[src/isa_pkg.sv]
// Constants for the interrupt status aggregator: register indices,
// field positions, reset values and the power request states.
// Assumes a 32-bit APB register port with one word per register index.
package isa_pkg;

  localparam int unsigned ADDR_W = 12;
  localparam int unsigned DATA_W = 32;

  // Register indices; the byte address is four times the index.
  localparam logic [9:0] IDX_SUMMARY  = 10'h000;
  localparam logic [9:0] IDX_DEVICE   = 10'h001;
  localparam logic [9:0] IDX_TOP_EN   = 10'h008;
  localparam logic [9:0] IDX_DEV_EN   = 10'h009;
  localparam logic [9:0] IDX_PWR      = 10'h00a;
  localparam logic [9:0] PORT1_BASE   = 10'h200;

  // Top summary fields.
  localparam int unsigned SUM_DEV  = 7;
  localparam int unsigned SUM_HOST = 6;
  localparam int unsigned SUM_CPU  = 5;
  localparam int unsigned SUM_FIFO = 4;
  localparam int unsigned SUM_PM   = 0;

  // Device status fields.
  localparam int unsigned DEV_VBUS  = 7;
  localparam int unsigned DEV_ENG   = 5;
  localparam int unsigned DEV_BULK  = 4;
  localparam int unsigned DEV_SETUP = 3;
  localparam int unsigned DEV_EP0   = 1;
  localparam int unsigned DEV_EPR   = 0;

  // Power control fields.
  localparam int unsigned PWR_SLEEP  = 0;
  localparam int unsigned PWR_ACTIVE = 1;
  localparam int unsigned PWR_STATE  = 7;

  localparam logic [7:0] SUM_RSVD_MASK = 8'h0e;
  localparam logic [7:0] DEV_RSVD_MASK = 8'h44;
  localparam logic [7:0] RESET_BYTE    = 8'h00;

  typedef enum logic [1:0] {
    PM_IDLE,
    PM_TO_SLEEP,
    PM_TO_ACTIVE
  } isa_pm_e;

endpackage : isa_pkg

[src/isa_sync.sv]
// Two flip-flop synchroniser for one level from a pin.
// Assumes the level may change at any time relative to pclk.
`timescale 1ns/100ps
module isa_sync (
  input  wire logic pclk,
  input  wire logic presetn,
  input  wire logic async_in,
  output logic      sync_out
);

  logic meta_r;

  always_ff @(posedge pclk or negedge presetn) begin
    if (!presetn) begin
      meta_r   <= 1'b0;
      sync_out <= 1'b0;
    end else begin
      meta_r   <= async_in;
      sync_out <= meta_r;
    end
  end

endmodule : isa_sync

[src/isa_top.sv]
// Interrupt status aggregator: top summary, device status, power request
// tracking and the active-low interrupt pin, behind an APB slave.
// Assumes group status blocks deliver already enable-gated pending levels.
`timescale 1ns/100ps

//////////////////////////////////////////////////////////////////////////////
// Contract
// Summary bits are read-only, follow their sources.
// Direct flags clear on writing one.
// Enabled set summary bit drives interrupt low.
// Interrupt releases once all enabled sources clear.
// Bits 7..4 reflect enabled group flags.
// Device and host summaries readable in sleep.
// Bit 0 sets when power request completes.
// Summary bits 3..1 are reserved.
// Device registers exist only on port 0.
// Port 1 registers sit at base 200h.
// Device bit 7 sets on bus-power change.
// Device status holds direct flags and summaries.
// Setup receipt sets flag and endpoint side effects.
// Reserved bits read zero, ignore writes.
module isa_top (
  input  wire logic        pclk,
  input  wire logic        presetn,
  input  wire logic        psel,
  input  wire logic        penable,
  input  wire logic        pwrite,
  input  wire logic [11:0] paddr,
  input  wire logic [31:0] pwdata,
  output logic [31:0]      prdata,
  output logic             pready,
  output logic             pslverr,
  input  wire logic        vbus_pin,
  input  wire logic [1:0]  host_pending,
  input  wire logic [1:0]  cpu_pending,
  input  wire logic [1:0]  fifo_pending,
  input  wire logic        dev_engine_pending,
  input  wire logic        dev_bulk_pending,
  input  wire logic        dev_ep0_pending,
  input  wire logic        dev_epr_pending,
  input  wire logic        setup_stored,
  input  wire logic        setup_auto_address,
  input  wire logic        power_in_sleep,
  output logic             request_sleep,
  output logic             request_active,
  output logic             ep0_setup_update,
  output logic             interrupt_request_n
);

  logic [9:0]          idx;
  logic                port1;
  logic [9:0]          off;
  logic                hit;
  logic                wr_acc;
  logic                rd_setup;
  logic                vbus_s;
  logic                vbus_prev_r;
  logic                vbus_change;
  logic                setup_evt;
  logic                dev_vbus_r;
  logic                dev_setup_r;
  logic [1:0]          pm_done_r;
  logic                pm_evt;
  logic [7:0]          top_en_r [2];
  logic [7:0]          dev_en_r;
  logic [7:0]          dev_status;
  logic [7:0]          summary [2];
  logic [1:0]          port_active;
  logic                irq_n_r;
  logic [7:0]          rd_byte;
  isa_pkg::isa_pm_e    pm_state_r;

  //////////////////////////////////////////////////////////////////////////
  // APB decode. Zero wait states: read data is captured in the setup cycle.
  assign idx      = paddr[11:2];
  assign port1    = (idx >= isa_pkg::PORT1_BASE);
  assign off      = port1 ? idx - isa_pkg::PORT1_BASE : idx;
  assign wr_acc   = psel && penable && pwrite;
  assign rd_setup = psel && !penable;
  assign pready   = 1'b1;

  always_comb begin
    hit = 1'b0;
    unique case (off)
      isa_pkg::IDX_SUMMARY,
      isa_pkg::IDX_TOP_EN,
      isa_pkg::IDX_PWR:     hit = 1'b1;
      isa_pkg::IDX_DEVICE,
      isa_pkg::IDX_DEV_EN:  hit = !port1;
      default:              hit = 1'b0;
    endcase
  end

  //////////////////////////////////////////////////////////////////////////
  // Bus-power pin change detection.
  isa_sync u_vbus_sync (
    .pclk     (pclk),
    .presetn  (presetn),
    .async_in (vbus_pin),
    .sync_out (vbus_s)
  );

  always_ff @(posedge pclk or negedge presetn) begin
    if (!presetn) begin
      vbus_prev_r <= 1'b0;
    end else begin
      vbus_prev_r <= vbus_s;
    end
  end

  assign vbus_change = vbus_s ^ vbus_prev_r;

  //////////////////////////////////////////////////////////////////////////
  // Device direct flags. A new event in the clearing cycle wins.
  logic dev_w1c;
  assign dev_w1c   = wr_acc && hit && (off == isa_pkg::IDX_DEVICE);
  assign setup_evt = setup_stored && !setup_auto_address;

  always_ff @(posedge pclk or negedge presetn) begin
    if (!presetn) begin
      dev_vbus_r  <= 1'b0;
      dev_setup_r <= 1'b0;
    end else begin
      dev_vbus_r  <= (dev_vbus_r && !(dev_w1c && pwdata[isa_pkg::DEV_VBUS]))
                     || vbus_change;
      dev_setup_r <= (dev_setup_r && !(dev_w1c && pwdata[isa_pkg::DEV_SETUP]))
                     || setup_evt;
    end
  end

  // The endpoint block clears stall and sets NAK, toggle and protect on
  // this pulse, so both views change together with the flag.
  always_ff @(posedge pclk or negedge presetn) begin
    if (!presetn) begin
      ep0_setup_update <= 1'b0;
    end else begin
      ep0_setup_update <= setup_evt;
    end
  end

  always_comb begin
    dev_status                     = isa_pkg::RESET_BYTE;
    dev_status[isa_pkg::DEV_VBUS]  = dev_vbus_r;
    dev_status[isa_pkg::DEV_ENG]   = dev_engine_pending;
    dev_status[isa_pkg::DEV_BULK]  = dev_bulk_pending;
    dev_status[isa_pkg::DEV_SETUP] = dev_setup_r;
    dev_status[isa_pkg::DEV_EP0]   = dev_ep0_pending;
    dev_status[isa_pkg::DEV_EPR]   = dev_epr_pending;
  end

  //////////////////////////////////////////////////////////////////////////
  // Power request tracking. Sleep wins if both requests are written.
  always_ff @(posedge pclk or negedge presetn) begin
    if (!presetn) begin
      pm_state_r <= isa_pkg::PM_IDLE;
    end else if (wr_acc && hit && off == isa_pkg::IDX_PWR &&
                 (pwdata[isa_pkg::PWR_SLEEP] ||
                  pwdata[isa_pkg::PWR_ACTIVE])) begin
      pm_state_r <= pwdata[isa_pkg::PWR_SLEEP] ? isa_pkg::PM_TO_SLEEP
                                               : isa_pkg::PM_TO_ACTIVE;
    end else if (pm_evt) begin
      pm_state_r <= isa_pkg::PM_IDLE;
    end
  end

  always_comb begin
    unique case (pm_state_r)
      isa_pkg::PM_TO_SLEEP:  pm_evt = power_in_sleep;
      isa_pkg::PM_TO_ACTIVE: pm_evt = !power_in_sleep;
      default:               pm_evt = 1'b0;
    endcase
  end

  always_ff @(posedge pclk or negedge presetn) begin
    if (!presetn) begin
      request_sleep  <= 1'b0;
      request_active <= 1'b0;
    end else begin
      request_sleep  <= (pm_state_r == isa_pkg::PM_TO_SLEEP) && !pm_evt;
      request_active <= (pm_state_r == isa_pkg::PM_TO_ACTIVE) && !pm_evt;
    end
  end

  //////////////////////////////////////////////////////////////////////////
  // Device enable; per-port summary, enables and completion flag.
  always_ff @(posedge pclk or negedge presetn) begin
    if (!presetn) begin
      dev_en_r <= isa_pkg::RESET_BYTE;
    end else if (wr_acc && hit && off == isa_pkg::IDX_DEV_EN) begin
      dev_en_r <= pwdata[7:0] & ~isa_pkg::DEV_RSVD_MASK;
    end
  end

  for (genvar p = 0; p < 2; p++) begin : g_port
    logic sel_p;
    assign sel_p = wr_acc && hit && (port1 == (p == 1));
    always_ff @(posedge pclk or negedge presetn) begin
      if (!presetn) begin
        top_en_r[p]  <= isa_pkg::RESET_BYTE;
        pm_done_r[p] <= 1'b0;
      end else begin
        if (sel_p && off == isa_pkg::IDX_TOP_EN) begin
          top_en_r[p] <= pwdata[7:0] & ~isa_pkg::SUM_RSVD_MASK;
        end
        pm_done_r[p] <= (pm_done_r[p] && !(sel_p &&
                         off == isa_pkg::IDX_SUMMARY &&
                         pwdata[isa_pkg::SUM_PM])) || pm_evt;
      end
    end
    // Summary bits are pure functions of their sources. R01
    always_comb begin
      summary[p]                   = isa_pkg::RESET_BYTE;
      summary[p][isa_pkg::SUM_DEV] = (p == 0) && |(dev_status & dev_en_r);
      summary[p][isa_pkg::SUM_HOST] = host_pending[p];
      summary[p][isa_pkg::SUM_CPU]  = cpu_pending[p];
      summary[p][isa_pkg::SUM_FIFO] = fifo_pending[p];
      summary[p][isa_pkg::SUM_PM]   = pm_done_r[p];
    end
    assign port_active[p] = |(summary[p] & top_en_r[p]);
  end

  //////////////////////////////////////////////////////////////////////////
  // Interrupt pin and read data.
  always_ff @(posedge pclk or negedge presetn) begin
    if (!presetn) begin
      irq_n_r <= 1'b1;
    end else begin
      irq_n_r <= !(|port_active);
    end
  end

  assign interrupt_request_n = irq_n_r;

  always_comb begin
    unique case (off)
      isa_pkg::IDX_SUMMARY: rd_byte = summary[port1];
      isa_pkg::IDX_DEVICE:  rd_byte = dev_status;
      isa_pkg::IDX_TOP_EN:  rd_byte = top_en_r[port1];
      isa_pkg::IDX_DEV_EN:  rd_byte = dev_en_r;
      isa_pkg::IDX_PWR: begin
        rd_byte                     = isa_pkg::RESET_BYTE;
        rd_byte[isa_pkg::PWR_SLEEP]  = request_sleep;
        rd_byte[isa_pkg::PWR_ACTIVE] = request_active;
        rd_byte[isa_pkg::PWR_STATE]  = power_in_sleep;
      end
      default:              rd_byte = isa_pkg::RESET_BYTE;
    endcase
  end

  always_ff @(posedge pclk or negedge presetn) begin
    if (!presetn) begin
      prdata  <= '0;
      pslverr <= 1'b0;
    end else if (rd_setup) begin
      prdata  <= {24'h000000, (hit && !pwrite) ? rd_byte : 8'h00};
      pslverr <= !hit;
    end
  end
endmodule : isa_top

[config.mk]
export PLATFORM = sky130hd
export DESIGN_NAME = isa_top
export DESIGN_NICKNAME = d
export VERILOG_FILES = /design/src/isa_pkg.sv /design/src/isa_sync.sv /design/src/isa_top.sv
export SDC_FILE = /design/constraint.sdc
export NUM_CORES = 1
export LEC_CHECK = 0
export ABC_AREA = 1
export BUFFER_PORTS_ARGS = -buffer_cell sky130_fd_sc_hd__buf_2
export CAP_MARGIN = 20
export CELL_PAD_IN_SITES_DETAIL_PLACEMENT = 1
export CELL_PAD_IN_SITES_GLOBAL_PLACEMENT = 1
export CORE_AREA = 2 2 86 88
export DETAILED_ROUTE_END_ITERATION = 12
export DIE_AREA = 0 0 88 90
export GPL_ROUTABILITY_DRIVEN = 0
export PLACE_DENSITY = 0.82
export SLEW_MARGIN = 10
export SYNTH_ARGS = -nofsm -noshare
export SYNTH_HDL_FRONTEND = slang
export SYNTH_SLANG_ARGS = --single-unit
[constraint.sdc]
create_clock -name pclk -period 1.5 [get_ports pclk]
set_input_delay 0.075 -clock pclk [delete_from_list [all_inputs] [get_ports pclk]]
set_output_delay 0.075 -clock pclk [all_outputs]
set_load 0.01 [all_outputs]
* Word level (Yosys, flattened, before mapping)
Index checks and enable logic that the tools add are counted.
W data, S select, Z words.
** Storage, ports and cells
- Bits in read-only memories :: 0
- Flip-flop bits (word level) :: 38
- Latch bits :: 0
- Bits in writable memories :: 0
- Input port bits :: 63
- Output and inout bits :: 38
- Memories kept :: 0
- Logic and storage cells :: 95
** Cells by class
- Equal/unequal tests :: 6
- Shift operators :: 0
- Div/mod/pow operators :: 0
- Reduce and logical (&&, ||, !) cells :: 49
- $add $sub $neg :: 1
- Muxes and demuxes :: 14
- Multipliers :: 0
- $lt $le $gt $ge :: 2
- Bitwise logic cells :: 6
** Operator list (number)
- $mux W8 :: 7
- $pmux W8 S5 :: 1
- $eq A10 B4 Y1 const B :: 3
- $logic_and A1 B1 Y1 :: 26
- $and A8 B8 Y8 :: 2
- $reduce_or A16 Y1 :: 1
- $logic_not A1 Y1 :: 12
- $eq A10 B1 Y1 const B :: 1
- $ge A10 B10 Y1 const B :: 1
- $logic_not A10 Y1 :: 1
- $mux W10 :: 1
- $sub A10 B10 Y10 const B :: 1
- $and A7 B8 Y8 :: 1
- $reduce_or A8 Y1 :: 1
- $mux W2 :: 3
- $logic_or A1 B1 Y1 :: 5
- $pmux W1 S2 :: 2
- $reduce_or A3 Y1 :: 1
- $eq A2 B1 Y1 const B :: 1
- $eq A2 B2 Y1 const B :: 1
- $ge A2 B2 Y1 const B :: 1
- $not A1 Y2 :: 1
- $reduce_bool A2 Y1 :: 1
- $reduce_or A2 Y1 :: 1
- other kinds (2) :: 2

* Longest topological paths before layout
Gate-level depths: netlist (run 1).
- Depth in word-level cells :: 12
- Mapped depth :: 11
- Gate-level depth less buffers :: 11

* Hierarchy
From an unflattened synthesis (run 1), not the netlist that was laid out.
** Unflattened totals
- Cells, all modules :: 309
- Area, all modules :: 2336.0 µm²
** By module, submodules not included
- isa_top :: sequential area each 877.1 µm², area each 2285.9 µm², instances 1, cells an instance 307
- isa_sync :: sequential area each 50.0 µm², area each 50.0 µm², instances 1, cells an instance 2

* Worst setup path before layout (run 1)
OpenSTA, ideal clock, no wires.
- Path type :: input to register
- Start point :: in paddr[9]
- End point :: reg pm_state_r[0]
- Buffers on the path :: 0
- Library setup time :: 117 ps
- Setup slack :: 307 ps
- Stages on the path :: 8
- Data required time :: 1383 ps
- Arrival :: 1076 ps
- Cell sequence :: nor2_1 nand2_2 nor3_4 nand2_1 nor2_1 nand3_1 o21ai_1 inv_1
** On the way
- Longest elaborated chain between the ends :: 9
- Elaborated cells between the ends (all ways) :: 17
** RTL lines
- start, declared :: line isa_top.sv:28 : input wire logic [11:0] paddr,
- $sub A10 B10 Y10 or $ge A10 B10 Y1 (tied branches) :: line isa_top.sv:77, isa_top.sv:76
- $mux W10 :: line isa_top.sv:77 : assign off = port1 ? idx - isa_pkg::PORT1_BASE : idx;
- $eq A10 B4 Y1 (tied with other cells) :: line isa_top.sv:84, isa_top.sv:156
- $reduce_or A3 Y1 or $reduce_or A2 Y1 (tied branches) :: line isa_top.sv:84 : unique case (off)
- $pmux W1 S2 :: line isa_top.sv:84
- $logic_and A1 B1 Y1 :: line isa_top.sv:156 : end else if (wr_acc && hit && off == isa_pkg::IDX_PWR &&
- $logic_and A1 B1 Y1 (*) (2 in a row) :: line isa_top.sv:156
- $mux W2 or $reduce_bool A2 Y1 (tied branches)
- end signal, assigned :: line isa_top.sv:155 : pm_state_r <= isa_pkg::PM_IDLE;
- end signal, assigned :: line isa_top.sv:159 : pm_state_r <= pwdata[isa_pkg::PWR_SLEEP] ? isa_pkg::PM_TO_SLEEP
- end signal, assigned :: line isa_top.sv:162 : pm_state_r <= isa_pkg::PM_IDLE;
- end, declared :: line isa_top.sv:71 : isa_pkg::isa_pm_e pm_state_r;
Mark *: on every way between the ends. The rest lies on a longest branch, timed or not.
A chain may end at the register's enable or synchronous reset.

* Worst setup path after layout (run 1)
- Start point :: in paddr[3]
- End point :: reg prdata[6]
** On the way
- Longest elaborated chain between the ends :: 7
- Elaborated cells between the ends (all ways) :: 22
** RTL lines
- $sub A10 B10 Y10 or $ge A10 B10 Y1 (tied branches) :: line isa_top.sv:77, isa_top.sv:76
- $mux W10 or $not A1 Y2 (tied branches) :: line isa_top.sv:77, isa_top.sv:236, isa_top.sv:238
- $eq A10 B4 Y1 (tied with other cells) :: line isa_top.sv:84, isa_top.sv:235
- $reduce_or A3 Y1 (tied with other cells) :: line isa_top.sv:84
- $pmux W1 S2 (tied with other cells) :: line isa_top.sv:84
- $logic_and A1 B1 Y1 or $pmux W8 S5 (tied branches) :: line isa_top.sv:255, isa_top.sv:235
- $mux W8 (*) :: line isa_top.sv:255 : prdata <= {24'h000000, (hit && !pwrite) ? rd_byte : 8'h00};
- end signal, assigned :: line isa_top.sv:255
- end, declared :: line isa_top.sv:30 : output logic [31:0] prdata,
Mark *: on every way between the ends. The rest lies on a longest branch, timed or not. The select of a mux whose other input is x is not followed.

==> impl_metrics.toml, run 1 <==
[status]
status = "completed"

[synth]
yosysWarningCount = 0
yosysSeqAreaShare_pct = 41.0
synth_top_area_cell = "dfrtp_1"
syn_area_um2 = 2260
ys_top_cells_by_area = "dfrtp_1, nand2_1, buf_4"
yosysMostFrequentCell = "nand2_1"
synth_flop_cell = "dfrtp_1"
synth.distinct_cells = 29
syn_area_per_cell_um2 = 7.41
syn-instance-count = 305
synth_enable_flop_cells = 0
async_flop_share_pct = 100
post-synth-top-area-fraction_pct = 39.9
synth-seq-cells = 37
ys_top_cells_by_count = "nand2_1, dfrtp_1, buf_4, inv_1, nand3_1"

[floorplanning]
rows = 31
pin_count = 101
fp.dieH_um = 90
die_area_um2 = 7920
die_w_um = 88
core_area_um2 = 7020
start_util_pct = 32.2

[global_route]
grt_max_degree = 38
gr-usage-met2_pct = 27.7
grt_pass1_wl_um = 10300
antenna_found_initial = 0
gr-max-usage-layer = "met2"
grt_use_met3_pct = 3.03
grt_pass1_vias = 2183
gr-usage-met1_pct = 20.9
grtUsageTotal_pct = 16.5
gr-total-overflow = 0

[clocking]
cts-root-buf = "clkbuf_8"
worstSkewPairLatency_ns = 0.29
htreeDepth = 2
clock_path_buffers = 2
clkTransAtPathRegs_ns = 0.07
clock-sinks = 37
cts_tree = "built"
numCtsBuffers = 5
post_cts_buffers = 0

[place]
preCtsSetupSlack_ns = -0.0197
placed_cells = 460
port_buffers = 47
dp_hpwl_um = 4930

[worst_setup_path]
cp-end-kind = "register"
cp_data_required_time_ns = 1.73
reg2regPathDepth = 10
crit_type = "in2reg"
cp.arrival_ns = 1.45
start_kind = "input pin"
cp_max_fo = 5
reg2reg_from = "dev_en_r[5]"
ff2ff_setup_slack_ns = 0.31
timing.rr.end = "prdata[7]"

[pwr]
ir_worst_vdd_mv = 0.344
power.total_mw = 1.96
power_density_nw_per_um2 = 711
p_leak_nw = 1.53

[timing]
hold_viol_final = 0
grt_setup_unrepaired = "no"
clock_skew_ns = 0.00659
finalSetupViolCount = 0
fin_crit_ns = 1.21
min_period_over_period_pct = 81.0
fmax_ghz = 0.823
final.setup.worst_slack_ns = 0.286
finalMaxSlewViolations = 0
setup_tns_ns = 0

[cells_and_area]
multi_input_area_um2 = 1100
final_cell_count_no_fill = 473
diodes = 0
nets = 436
regArea_um2 = 927
area_growth_pct = 22.1
fillCellCount = 910
drive_gt1_share_pct = 24.3

[drt]
first_pass_iters = 4
drc = 0
drt-total-wl_um = 6230
num_vias = 2153
ant_nets = 0
routedWlPerCell_um = 13.2
drtIter0Drc = 49
via_per_inst = 4.55

[min_path]
holdPathStages = 3
hold_class = "in2reg"
min_from = "pwdata[3]"
hold_end = "dev_en_r[3]"

[run]
cap_violations = 0
## logic make-up (layout without fill, tap and decap cells)
family	count (synthesis)	count (layout)	share of synthesized area (%)
muxes	1	1	0.443
buffers and inverters	59	104	14.3
xor gates and xnor gates	1	1	0.388
AOI/OAI and AO/OA	31	31	8.03
and+or+nand+nor	174	174	35.5
DFF	37	37	41.0
other	2	26	0.332
## area by class of cell
cell class / instances / area share, %
multi-input combinational: 233 / 39.8
timing repair buffer: 67 / 14.9
inverter: 29 / 3.94
clock buffer: 8 / 3.26
sequential: 37 / 33.6
tap: 99 / 4.49
## worst max path at each step
stage | endpoint | from | cells after the start
after global routing | prdata[6] | paddr[3] | 12
final | prdata[6] | paddr[3] | 12
after global placement | prdata[6] | paddr[9] | 12
after floorplan | pm_state_r[0] | paddr[9] | 8
after detailed placement | prdata[6] | paddr[4] | 12
after CTS | prdata[6] | paddr[4] | 12
## worst max-delay path, cell delays in order
cell,delay [ns]
buf_2,0.10
inv_2,0.07
nand2_1,0.11
nor2_1,0.18
nand2_1,0.07
nand2_1,0.08
nand2_2,0.08
nand2_4,0.11
nand2_1,0.09
nor2_2,0.25
o21ai_1,0.15
nand2_1,0.08
## sequential cells by signal (all words and copies together) (netlist names)
register / cells
dev_en_r: 6
dev_setup_r: 1
dev_vbus_r: 1
ep0_setup_update: 1
interrupt_request_n: 1
pm_done_r: 2
pm_state_r: 2
prdata: 7
pslverr: 1
request_active: 1
request_sleep: 1
top_en_r: 10
u_vbus_sync.meta_r: 1
u_vbus_sync.sync_out: 1
vbus_prev_r: 1
## power by group
| group | leakage [nW] | total, mW | switching [mW] | internal [mW] |
|---|---|---|---|---|
| combinational | 1.01 | 0.227 | 0.154 | 0.0733 |
| sequential | 0.474 | 1.01 | 0.00213 | 1.00 |
| clock | 0.0455 | 0.730 | 0.355 | 0.375 |
## metal layers
| layer | wire length, um | up-vias |
|---|---|---|
| li1 | - | 1070 |
| met1 | 2710 | 1022 |
| met2 | 3110 | 51 |
| met3 | 279 | 10 |
| met4 | 129 | 0 |
| met5 | 0 | - |
## through the flow
step / hold slack, ns / utilization [%] / cell area [um2]
6_report: 0.0163 / 39.3 / 2760
5_1_grt: 0.0360 / 39.3 / 2760
4_1_cts: 0.0105 / 39.3 / 2760
3_5_place_dp: 0.164 / 37.3 / 2620
3_3_place_gp: 0.151 / 37.3 / 2620
2_1_floorplan: -0.221 / - / 2350
## cell usage in the layout (no fill, tap or decap)
master | synthesis | layout
dlygate4sd3_1 | 0 | 5
conb_1 | 2 | 26
nor2_4 | 1 | 1
nor3_1 | 4 | 4
nand2_2 | 6 | 6
a21oi_2 | 1 | 1
o21ai_1 | 4 | 4
xnor2_1 | 1 | 1
dfstp_2 | 1 | 1
nand2_1 | 104 | 104
o2111ai_2 | 1 | 1
a221oi_1 | 1 | 1
o2111ai_1 | 1 | 1
nor2_1 | 16 | 16
mux2i_1 | 1 | 1
nor2_2 | 1 | 1
o21ai_0 | 14 | 14
o21a_1 | 2 | 2
buf_4 | 27 | 14
clkbuf_1 | 3 | 2
clkbuf_8 | 0 | 6
inv_1 | 22 | 22
nand2_4 | 1 | 1
buf_2 | 0 | 47
buf_12 | 0 | 1
nand4_1 | 16 | 16
nand3b_1 | 1 | 1
nand3_1 | 20 | 20
a21oi_1 | 7 | 7
dfrtp_1 | 36 | 36
nand4_2 | 2 | 2
inv_2 | 7 | 7
nor3_4 | 2 | 2
## what timing repair did
item / 4_1_cts / 5_1_grt
hold buffers: 5 / 0
hold endpoints to repair: 39 / 0
gates resized for setup: 0 / 0
(Power assumes the default switching activity.)
==> inputs of run 2 (changes only) <==
Clock period 1.5 ns to 1.2 ns, I/O delays scaled along.
==> impl_metrics.toml, run 2 (synthesis results as in run 1) <==
[floorplanning]
start_util_pct = 32.2
die_area_um2 = 7920
core_area_um2 = 7020
fp.dieH_um = 90
die_w_um = 88
rows = 31
pin_count = 101

[clocking]
htreeDepth = 2
clkTransAtPathRegs_ns = 0.08
clock_path_buffers = 2
clock-sinks = 37
worstSkewPairLatency_ns = 0.30
numCtsBuffers = 5
cts_tree = "built"
cts-root-buf = "clkbuf_8"

[drt]
via_per_inst = 4.93
topRoutingLayerUsed = "met4"
wl_met2_um = 4360
first_pass_iters = 4
drc = 0
ant_nets = 0
drt-total-wl_um = 8160
routedWlPerCell_um = 16.5
num_vias = 2443
wl_met3_um = 356
drtIter0Drc = 119
wl_met1_um = 3210

[timing]
hold_viol_final = 0
fin_crit_ns = 1.31
finalSetupViolCount = 2
hold_ws_ns = 0.0320
final.setup.worst_slack_ns = -0.107
clock_skew_ns = 0.00928
min_period_over_period_pct = 109
finalMaxSlewViolations = 0
setup_tns_ns = -0.148
fmax_ghz = 0.765
grt_setup_unrepaired = "yes"

[cells_and_area]
mostFrequentLayoutCells = "nand2_1, buf_2, dfrtp_1"
nets = 460
drive_gt1_share_pct = 34.3
diodes = 0
largest_register_ffs = 10
top_register = "top_en_r"
fin_util_pct = 44.4
final_common_cell = "nand2_1"
area_growth_pct = 38.0
top_regs = "top_en_r x10, prdata x7, dev_en_r x6"

[global_route]
grtUsageTotal_pct = 19.2
grt_pass1_vias = 2465
gr-total-overflow = 0
grt_max_degree = 22
antenna_found_initial = 0
grt_pass1_wl_um = 11800

[run]
cap_violations = 0

[pwr]
power_density_nw_per_um2 = 810
p_leak_nw = 1.71
ir_worst_vdd_mv = 0.423

[place]
dp_hpwl_um = 5480
port_buffers = 47

[worst_setup_path]
crit_type = "reg2reg"
cp_max_fo = 2
cp-end-kind = "register"
cp_data_required_time_ns = 1.39
cp.arrival_ns = 1.50
start_kind = "register"

[status]
status = "complete, but fails checks"
violations = "negative setup slack"

[min_path]
hold_class = "in2reg"
==> run 2: final cells by class <==
type / instances / area, um2
multi-input combinational: 233 / 1230
inverter: 29 / 109
clock inverter: 1 / 7.51
tap: 99 / 124
sequential: 37 / 928
clock buffer: 6 / 82.6
fill: 883 / 3900
timing repair buffer: 91 / 638
==> run 2: path summary, 6_finish.rpt <==
check	start	endpoint	slack, ns	depth (start not counted)
setup / recovery	dev_en_r[4]	prdata[7]	-0.11	10
hold / removal	pwdata[6]	top_en_r[6]	0.03	3
setup reg to reg	dev_en_r[4]	prdata[7]	-0.11	10
hold reg to reg	u_vbus_sync.meta_r	u_vbus_sync.sync_out	0.35	0
max in group asynchronous	presetn	interrupt_request_n	0.42	3
min in group asynchronous	presetn	prdata[0]	0.23	2
==> run 2: per-layer routing <==
layer  up-vias  track usage [%]
met5         -                0
met4         0             5.38
met3        25             4.78
met2        78             35.2
met1      1218             21.4
li1       1122                -
==> run 2: stage by stage <==
stage          cells  instance area [um2]  total power, mW  setup slack [ns]
2_1_floorplan    329                 2350             1.46            0.0215
3_3_place_gp     476                 2770             1.58            -0.341
3_5_place_dp     476                 2770             1.59            -0.383
4_1_cts          492                 2960             2.54            0.0207
5_1_grt          496                 3120             2.65            -0.180
6_report         496                 3120             2.53            -0.107
==> run 2: power breakdown <==
group	internal (mW)	total (mW)	leakage (nW)	switching (mW)
registers	1.25	1.26	0.473	0.00262
clock network	0.454	0.915	0.0433	0.461
logic	0.128	0.355	1.19	0.227
total	1.84	2.53	1.71	0.690
==> run 2: worst max-delay path: stages, from the launching register on <==
cell,delay (ns)
dfrtp_1,0.39
nand2_1,0.09
nand2_2,0.06
a21oi_2,0.12
nand2_1,0.11
nand3_1,0.14
nand2_1,0.06
nand2_1,0.07
nand2_1,0.07
nand2_1,0.06
nand2_1,0.04
==> run 2: repair_timing <==
action | CTS | global route
cloned | 0 | 0
hold buffers | 6 | 0
pin swaps | 1 | 13
hold endpoints to repair | 20 | 0
resized for setup | 2 | 35
setup buffers | 3 | 5
endpoints found under the setup margin | 4 | 26
